File: src/common/ncsb_consts.vh
// constants for the primary control/status register bank
// Notes on behaviour
// - receive-done flag bit 10 sets when a receive ring entry status is written.
// - transmit-done flag bit 9 sets when a transmit ring entry status is written.
// - done flags clear on write of one; zero writes ignored; software never sets.
// - with irq enable set, any done flag setting raises an interrupt request.
// - setup-done flag bit 8 sets only after full init block fetch and latch.
// - summary bit 7 is OR of babble, missed, memory error and done flags.
// - interrupt pin low exactly when summary and enable bit 6 both one.
// - summary clears on reset or stop, and falls when all causes clear.
// - interrupt enable is read/write, cleared by reset or stop.
// - receiver-on bit 5 drops after init with rx disable, or on memory error.
// - receiver-on sets on start when rx disable mode bit is zero.
// - transmitter-on bit 4 sets on initialize or on start, in both cases only when tx enabled.
// - transmitter-on drops on underflow/retry, memory error, or init with tx disable.
// - both on indicators read-only, cleared by reset or stop.
// - software may set transmit demand bit 3 to skip the 1.6 ms poll wait.
// - transmit demand clears after ring access, reset or stop.
// - writing one to stop bit 2 halts and clears like reset; zero ignored.
// - stop stays set until start or initialize is written, which clear it.
// - start, initialize and stop written together leave only stop set.
// - stop aborts all activity at once, no clean boundary.
// - start with initialize runs initialization first, then start.
// - error summary is OR of babble, collision, missed and memory error.
`ifndef NCSB_CONSTS_VH
`define NCSB_CONSTS_VH
// ****************************************
// bit positions
// ****************************************
`define NCSB_BIT_ERR   15
`define NCSB_BIT_OVERLONG 14
`define NCSB_BIT_COLLTEST 13
`define NCSB_BIT_MISS  12
`define NCSB_BIT_BUSTO 11
`define NCSB_BIT_RXD   10
`define NCSB_BIT_TXD   9
`define NCSB_BIT_SETUP 8
`define NCSB_BIT_IRQ   7
`define NCSB_BIT_IEN   6
`define NCSB_BIT_RX_ACTIVE 5
`define NCSB_BIT_TX_ACTIVE 4
`define NCSB_BIT_POLL  3
`define NCSB_BIT_STOP  2
`define NCSB_BIT_RUN   1
`define NCSB_BIT_INIT  0
// ****************************************
// reset and timing
// ****************************************
`define NCSB_STOP_RESET 1'h1
`define NCSB_POLL_US    1600
`define NCSB_CLK_MHZ    50
`endif

File: src/logic/ncsb_ctrl_status.v
// control/status bits 15..0 of the primary register: flags, enables, on states, stop
`timescale 1ns/100ps
`include "ncsb_consts.vh"
module ncsb_ctrl_status #(
    parameter POLL_CYCLES = `NCSB_POLL_US * `NCSB_CLK_MHZ
) (
    // clock and reset
    input  wire        mclk,
    input  wire        reset,
    // register port
    input  wire        reg_wr,
    input  wire [15:0] reg_wdata,
    output reg  [15:0] reg_rdata,
    // controller events
    input  wire        rx_status_done,
    input  wire        tx_status_done,
    input  wire        setup_loaded,
    input  wire        rx_disable_cfg,
    input  wire        tx_disable_cfg,
    input  wire        tx_fail,
    input  wire        tx_ring_accessed,
    input  wire        overlong_tx_error,
    input  wire        collision_test_error,
    input  wire        missed_frame,
    input  wire        bus_timeout_error,
    // controller commands
    output reg         setup_busy,
    output wire        tx_poll_tick,
    output wire        tx_poll_now,
    output wire        halt,
    output wire        irq_pin_n
);
    // ****************************************
    // state
    // ****************************************
    reg        rx_done_reg;
    reg        tx_done_reg;
    reg        setup_done_reg;
    reg        irq_enable_reg;
    reg        rx_active_reg;
    reg        tx_active_reg;
    reg        poll_reg;
    reg        stop_reg;
    reg        run_reg;
    reg        init_reg;
    reg        overlong_reg;
    reg        colltest_reg;
    reg        miss_reg;
    reg        bus_timeout_reg;
    reg        run_pend_reg;
    reg [31:0] poll_cnt_reg;
    wire       w_stop;
    wire       w_run;
    wire       w_init;
    wire       kill;
    wire       setup_fin;
    wire       run_now;
    wire       irq_summary;
    wire       err_summary;

    // write-one-to-clear with set winning the same cycle
    function wc;
        input cur;
        input set;
        input clr_bit;
        begin
            wc = set | (cur & ~(reg_wr & clr_bit));
        end
    endfunction

    // ****************************************
    // command decode
    // ****************************************
    assign w_stop       = reg_wr & reg_wdata[`NCSB_BIT_STOP];
    assign w_run        = reg_wr & reg_wdata[`NCSB_BIT_RUN] & ~w_stop;
    assign w_init       = reg_wr & reg_wdata[`NCSB_BIT_INIT] & ~w_stop;
    // stop acts in the write cycle itself, no waiting for a clean boundary
    assign kill         = w_stop;
    assign setup_fin    = setup_busy & setup_loaded;
    // a start written in the very completion cycle still counts
    assign run_now      = run_pend_reg | w_run;
    assign irq_summary  = overlong_reg | miss_reg | bus_timeout_reg
                        | rx_done_reg | tx_done_reg | setup_done_reg;
    assign err_summary  = overlong_reg | colltest_reg | miss_reg | bus_timeout_reg;
    assign irq_pin_n    = ~(irq_summary & irq_enable_reg);
    assign halt         = stop_reg;
    assign tx_poll_now  = poll_reg;
    assign tx_poll_tick = (poll_cnt_reg == 32'h0) & ~stop_reg;

    // ****************************************
    // done flags
    // ****************************************
    always @(posedge mclk or posedge reset) begin
        if (reset) begin
            rx_done_reg <= 1'h0;
        end else if (kill) begin
            rx_done_reg <= 1'h0;
        end else begin
            rx_done_reg <= wc(rx_done_reg, rx_status_done & ~stop_reg,
                              reg_wdata[`NCSB_BIT_RXD]);
        end
    end

    always @(posedge mclk or posedge reset) begin
        if (reset) begin
            tx_done_reg <= 1'h0;
        end else if (kill) begin
            tx_done_reg <= 1'h0;
        end else begin
            tx_done_reg <= wc(tx_done_reg, tx_status_done & ~stop_reg,
                              reg_wdata[`NCSB_BIT_TXD]);
        end
    end

    always @(posedge mclk or posedge reset) begin
        if (reset) begin
            setup_done_reg <= 1'h0;
        end else if (kill) begin
            setup_done_reg <= 1'h0;
        end else begin
            setup_done_reg <= wc(setup_done_reg, setup_fin,
                                 reg_wdata[`NCSB_BIT_SETUP]);
        end
    end

    // ****************************************
    // error flags
    // ****************************************
    always @(posedge mclk or posedge reset) begin
        if (reset) begin
            overlong_reg <= 1'h0;
        end else if (kill) begin
            overlong_reg <= 1'h0;
        end else begin
            overlong_reg <= wc(overlong_reg, overlong_tx_error,
                               reg_wdata[`NCSB_BIT_OVERLONG]);
        end
    end

    always @(posedge mclk or posedge reset) begin
        if (reset) begin
            colltest_reg <= 1'h0;
        end else if (kill) begin
            colltest_reg <= 1'h0;
        end else begin
            colltest_reg <= wc(colltest_reg, collision_test_error,
                               reg_wdata[`NCSB_BIT_COLLTEST]);
        end
    end

    always @(posedge mclk or posedge reset) begin
        if (reset) begin
            miss_reg <= 1'h0;
        end else if (kill) begin
            miss_reg <= 1'h0;
        end else begin
            miss_reg <= wc(miss_reg, missed_frame, reg_wdata[`NCSB_BIT_MISS]);
        end
    end

    always @(posedge mclk or posedge reset) begin
        if (reset) begin
            bus_timeout_reg <= 1'h0;
        end else if (kill) begin
            bus_timeout_reg <= 1'h0;
        end else begin
            bus_timeout_reg <= wc(bus_timeout_reg, bus_timeout_error,
                                  reg_wdata[`NCSB_BIT_BUSTO]);
        end
    end

    // ****************************************
    // interrupt enable
    // ****************************************
    // plain read/write: every word written reloads it, except a stop word, which clears it
    always @(posedge mclk or posedge reset) begin
        if (reset) begin
            irq_enable_reg <= 1'h0;
        end else if (kill) begin
            irq_enable_reg <= 1'h0;
        end else if (reg_wr) begin
            irq_enable_reg <= reg_wdata[`NCSB_BIT_IEN];
        end
    end

    // ****************************************
    // stop, start, initialize
    // ****************************************
    always @(posedge mclk or posedge reset) begin
        if (reset) begin
            stop_reg <= `NCSB_STOP_RESET;
        end else if (kill) begin
            stop_reg <= 1'h1;
        end else if (w_run | w_init) begin
            stop_reg <= 1'h0;
        end
    end

    always @(posedge mclk or posedge reset) begin
        if (reset) begin
            run_reg <= 1'h0;
        end else if (kill) begin
            run_reg <= 1'h0;
        end else if (w_run) begin
            run_reg <= 1'h1;
        end
    end

    always @(posedge mclk or posedge reset) begin
        if (reset) begin
            init_reg <= 1'h0;
        end else if (kill) begin
            init_reg <= 1'h0;
        end else if (w_init) begin
            init_reg <= 1'h1;
        end
    end

    // init fetch in progress; it ends on the load even when a bus
    // timeout falls in the same cycle, but a timeout with no load leaves it busy until a later load, stop or reset
    always @(posedge mclk or posedge reset) begin
        if (reset) begin
            setup_busy <= 1'h0;
        end else if (kill) begin
            setup_busy <= 1'h0;
        end else if (w_init) begin
            setup_busy <= 1'h1;
        end else if (setup_fin) begin
            setup_busy <= 1'h0;
        end
    end

    // start waits behind a pending initialization
    always @(posedge mclk or posedge reset) begin
        if (reset) begin
            run_pend_reg <= 1'h0;
        end else if (kill) begin
            run_pend_reg <= 1'h0;
        end else if (setup_fin) begin
            run_pend_reg <= 1'h0;
        end else if (w_run & (w_init | setup_busy)) begin
            run_pend_reg <= 1'h1;
        end
    end

    // ****************************************
    // transmit poll
    // ****************************************
    // ring access beats a demand written the same cycle
    always @(posedge mclk or posedge reset) begin
        if (reset) begin
            poll_reg <= 1'h0;
        end else if (kill) begin
            poll_reg <= 1'h0;
        end else if (tx_ring_accessed) begin
            poll_reg <= 1'h0;
        end else if (reg_wr & reg_wdata[`NCSB_BIT_POLL]) begin
            poll_reg <= 1'h1;
        end
    end

    // free poll timer, restarted after each ring access
    always @(posedge mclk or posedge reset) begin
        if (reset) begin
            poll_cnt_reg <= 32'h0;
        end else if (kill) begin
            poll_cnt_reg <= 32'h0;
        end else if (tx_ring_accessed | (poll_cnt_reg == 32'h0)) begin
            poll_cnt_reg <= POLL_CYCLES - 32'h1;
        end else begin
            poll_cnt_reg <= poll_cnt_reg - 32'h1;
        end
    end

    // ****************************************
    // on indicators, one means enabled
    // ****************************************
    // memory error wins over every other update
    always @(posedge mclk or posedge reset) begin
        if (reset) begin
            rx_active_reg <= 1'h0;
        end else if (kill) begin
            rx_active_reg <= 1'h0;
        end else if (bus_timeout_error) begin
            rx_active_reg <= 1'h0;
        end else if (setup_fin) begin
            if (rx_disable_cfg | ~run_now) begin
                rx_active_reg <= ~rx_disable_cfg & rx_active_reg;
            end else begin
                rx_active_reg <= 1'h1;
            end
        end else if (w_run & ~w_init & ~setup_busy) begin
            rx_active_reg <= ~rx_disable_cfg;
        end
    end

    // a transmit failure beats a start in the same cycle
    always @(posedge mclk or posedge reset) begin
        if (reset) begin
            tx_active_reg <= 1'h0;
        end else if (kill) begin
            tx_active_reg <= 1'h0;
        end else if (bus_timeout_error) begin
            tx_active_reg <= 1'h0;
        end else if (setup_fin) begin
            if (tx_disable_cfg) begin
                tx_active_reg <= 1'h0;
            end
        end else if (tx_fail) begin
            tx_active_reg <= 1'h0;
        end else if (w_run & ~w_init & ~setup_busy) begin
            tx_active_reg <= ~tx_disable_cfg;
        end else if (w_init & ~tx_disable_cfg) begin
            tx_active_reg <= 1'h1;
        end
    end

    // ****************************************
    // read back
    // ****************************************
    always @* begin
        reg_rdata = {err_summary, overlong_reg, colltest_reg, miss_reg, bus_timeout_reg,
                     rx_done_reg, tx_done_reg, setup_done_reg, irq_summary,
                     irq_enable_reg, rx_active_reg, tx_active_reg, poll_reg, stop_reg,
                     run_reg, init_reg};
    end
endmodule

File: config.mk
export PLATFORM = sky130hd
export DESIGN_NAME = ncsb_ctrl_status
export DESIGN_NICKNAME = d
export VERILOG_FILES = /design/src/logic/ncsb_ctrl_status.v
export VERILOG_INCLUDE_DIRS = /design/src /design/src/common
export SDC_FILE = /design/constraint.sdc
export NUM_CORES = 1
export LEC_CHECK = 0
export ABC_CLOCK_PERIOD_IN_PS = 2180
export BUFFER_PORTS_ARGS = -buffer_cell sky130_fd_sc_hd__buf_4
export CAP_MARGIN = 30
export CORE_ASPECT_RATIO = 0.75
export CORE_MARGIN = 5
export CORE_UTILIZATION = 40
export CTS_CLUSTER_DIAMETER = 100
export DETAILED_ROUTE_END_ITERATION = 12
export GPL_ROUTABILITY_DRIVEN = 0
export PLACE_DENSITY_LB_ADDON = 0.1
export SLEW_MARGIN = 20
export SYNTH_ARGS = -nofsm -noshare
export SYNTH_HDL_FRONTEND = slang
export SYNTH_SLANG_ARGS = --single-unit
File: constraint.sdc
create_clock -name mclk -period 2.18 [get_ports mclk]
set_clock_uncertainty 0.2 [all_clocks]
set_input_delay 0.218 -clock mclk [delete_from_list [all_inputs] [get_ports mclk]]
set_output_delay 0.218 -clock mclk [all_outputs]
set_load 0.05 [all_outputs]
==> impl_metrics.csv <==
group,metric,value,unit
power,switching_share,30.4,%
critical_path,rr_startpoint,"poll_cnt_reg[7]",
yosys,syn_nets,304,
critical_path,worstPathRequired,2.21,ns
final_layout,largest_reg_flops,32,
timing,worst_slack,-0.196,ns
clocking,cts_buffer_depth,2,
floorplan,core-area,6290,sq um
yosys,synth.cell_area,2590,sq um
power,p_leak,0.00159,uW
detailed_routing,firstDrtPassIters,4,
clocking,cts-buffers-inserted,5,
yosys,ys_warn_count,0,
critical_path,reg2reg_slack,-0.20,ns
timing,fin_crit,2.38,ns
critical_path,reg2reg_depth,6,
timing,relSlewSlack,75.1,%
timing,fin_setup_tns,-2.92,ns
hold_path,min-delay-start,"rx_status_done",
run_status,violations,"setup timing",
yosys,synthArstFlopShare,100,%
timing,post-route-period-util,109,%
clocking,cts_sinks,48,
power,p_int,1500,uW
global_route,antenna_found_initial,0,
critical_path,rr_endpoint,"poll_cnt_reg[24]",
detailed_routing,num_vias,2213,
timing,hold_viol,0,
detailed_routing,viasPerCell,5.03,
timing,worst-slew-pin-transition,0.365,ns
critical_path,cp_max_fo,5,
power,p_per_area,595,nW/um^2
global_route,grt_max_degree,49,
placed_design,place_hpwl,4.48,mm
run_status,status,"complete, but fails checks",
yosys,synthFlopType,"dfrtp_1",
critical_path,cp-start-kind,"flop",
clocking,root_buffer,"clkbuf_8",
final_layout,diodes,0,
critical_path,cp.arrival,2.41,ns
placed_design,portBuffers,46,
job,drv_cap,0,
global_route,grtUsageTotal,16.8,%
floorplan,dieArea,8190,sq um
power,combPwrFrac,22.9,%
critical_path,slowest_stage,"or4_4",
clocking,cts_tree,"built",
final_layout,drive_above_1_share,34.3,%
critical_path,end_kind,"flop",
power,power.share.clock,31.4,%
floorplan,rows,25,
hold_path,holdPathEnd,"rx_done_reg",
detailed_routing,drt_iter0_drc,80,
global_route,overflow,0,
clocking,cts_htree_levels,2,
hold_path,min_path_cells,3,
yosys,synth_edf_count,0,
detailed_routing,avgRoutedWirePerCell,14.4,um
global_route,grt_pass1_wl,10.9,mm
final_layout,nets,389,
power,p_total,2150,uW
timing,slew_viol_final,0,
final_layout,final_core_util,57.5,%
detailed_routing,totalWireLength,6.33,mm
floorplan,start_util,41.1,%
floorplan,io_pins,51,
clocking,worstSkewPairLatency,0.31,ns
detailed_routing,ant_nets,0,
critical_path,cp_slowest_stage_delay,0.58,ns
critical_path,worst-setup-path-type,"reg -> reg",
yosys,synth-seq-cells,48,
power,peakVddDrop,0.000403,V
yosys,ys_types,47,
placed_design,post-place-ws,-0.123,ns
timing,fmax,421,MHz
power,power_frac_seq,45.7,%
timing,rsz0062_at_grt,"yes",
timing,finalSetupViolCount,23,
final_layout,syn_to_final_growth,39.7,%
global_route,first_global_vias,2206,
yosys,synth_seq_area_share,46.5,%
yosys,synthCells,273,
detailed_routing,drcViolationCount,0,
power,power.switching,653,uW
hold_path,hold_class,"in -> reg",
critical_path,crit_chain,"or4_4 -> buf_6 -> nor4_2 -> nand4_2 -> or3_1 -> a21oi_1",
floorplan,die_x,103,um
floorplan,fp.dieH,79.6,um
clocking,clk_pin_slew_worst_paths,0.10,ns
yosys,synth.avg_cell_area,9.47,sq um
==> layout make-up <==
cell class	instances	area (sq um)
multi-input combinational	191	1300
tap	81	101
fill	569	2680
timing repair buffer	103	862
clock buffer	5	68.8
inverter	9	33.8
sequential	48	1200
clock inverter	3	46.3
==> timing repair <==
action / 4_1_cts / 5_1_grt
cloned: 0 / 0
buffers inserted: 2 / 0
hold buffers: 16 / 0
endpoints found under the setup margin: 32 / 28
resized for setup: 13 / 3
pin swaps: 6 / 3
hold endpoints to repair: 62 / 0
==> stage by stage <==
stage / hold slack [ns] / cells / instance area [sq um]
floorplan: 0.0958 / 273 / 2630
global placement: 0.0899 / 414 / 3230
detailed placement: 0.0915 / 414 / 3230
CTS: 0.00252 / 440 / 3590
global route: 0.0207 / 440 / 3610
finish: 0.00675 / 440 / 3610
==> power groups by stage <==
stage / logic, uW / clock network (uW) / registers, uW
floorplan: 291 / 0 / 1020
global placement: 449 / 0 / 1000
detailed placement: 454 / 0 / 1000
CTS: 493 / 692 / 984
global route: 535 / 728 / 991
finish: 492 / 674 / 983
==> Yosys cell counts, drive strengths merged, types with 5 or more instances <==
library cell	number	share of area (%)
xnor2	10	3.4
nand3	5	1.2
nor4	7	3.1
o21ai	10	2.1
nor2b	5	1.2
xor2	10	3.4
dfrtp	47	45
buf	18	5.3
or3	9	2.2
nor3	14	2.7
nor2	34	4.9
nand2	15	2.2
or4	8	2.6
clkbuf	7	1.0
inv	9	1.3
a21oi	24	4.6
==> critical path: cells and delay by family (launching register included) <==
kind	cells	cell delay, ns
DFF	1	0.39
and+or+nand+nor	4	1.43
buffers and inverters	1	0.15
AOI/OAI and AO/OA	1	0.14
==> cell usage in the layout, fill, tap and decap left out, types with 4 or more instances in the layout <==
| master | Yosys | final |
|---|---|---|
| a21o_1 | 4 | 4 |
| a21oi_1 | 24 | 24 |
| buf_4 | 16 | 81 |
| clkbuf_8 | 0 | 5 |
| dfrtp_1 | 47 | 47 |
| dlygate4sd3_1 | 0 | 16 |
| inv_1 | 9 | 8 |
| nand2_1 | 15 | 15 |
| nor2_1 | 34 | 34 |
| nor2b_1 | 5 | 5 |
| nor3_1 | 14 | 9 |
| nor4_4 | 2 | 4 |
| o21a_1 | 4 | 4 |
| o21ai_0 | 8 | 8 |
| or3_1 | 9 | 7 |
| or4_1 | 6 | 4 |
| or4_4 | 2 | 4 |
| xnor2_1 | 10 | 10 |
| xor2_1 | 10 | 10 |
==> layer usage <==
layer	up-vias	wire, um	global-route usage, %
met1	1069	3270	25.6
met4	0	55	3.88
li1	1110	-	-
met5	-	0	0
met3	5	175	3.23
met2	29	2820	24.5
==> worst max-delay path by stage <==
stage / depth (start not counted) / end / startpoint / slack [ns]
2_1_floorplan: 5 / poll_cnt_reg[29] / poll_cnt_reg[13] / -0.09
3_3_place_gp: 5 / poll_cnt_reg[24] / poll_cnt_reg[13] / -0.08
3_5_place_dp: 5 / poll_cnt_reg[29] / poll_cnt_reg[13] / -0.12
4_1_cts: 6 / tx_poll_tick / poll_cnt_reg[4] / -0.22
5_1_grt: 5 / tx_poll_tick / poll_cnt_reg[13] / -0.30
6_report: 6 / poll_cnt_reg[24] / poll_cnt_reg[7] / -0.20
==> logic make-up (layout without fill, tap and decap cells) <==
group           after synthesis  after routing  synth area share [%]
buf+inv                      34            120                  7.60
simple gates                111            111                  24.1
fa+ha+maj                     1              1                 0.484
compound gates               56             56                  13.4
mux                           3              3                  1.16
xor+xnor                     20             20                  6.77
flops                        48             48                  46.5
Note: power is estimated with default switching activity, not from simulation.
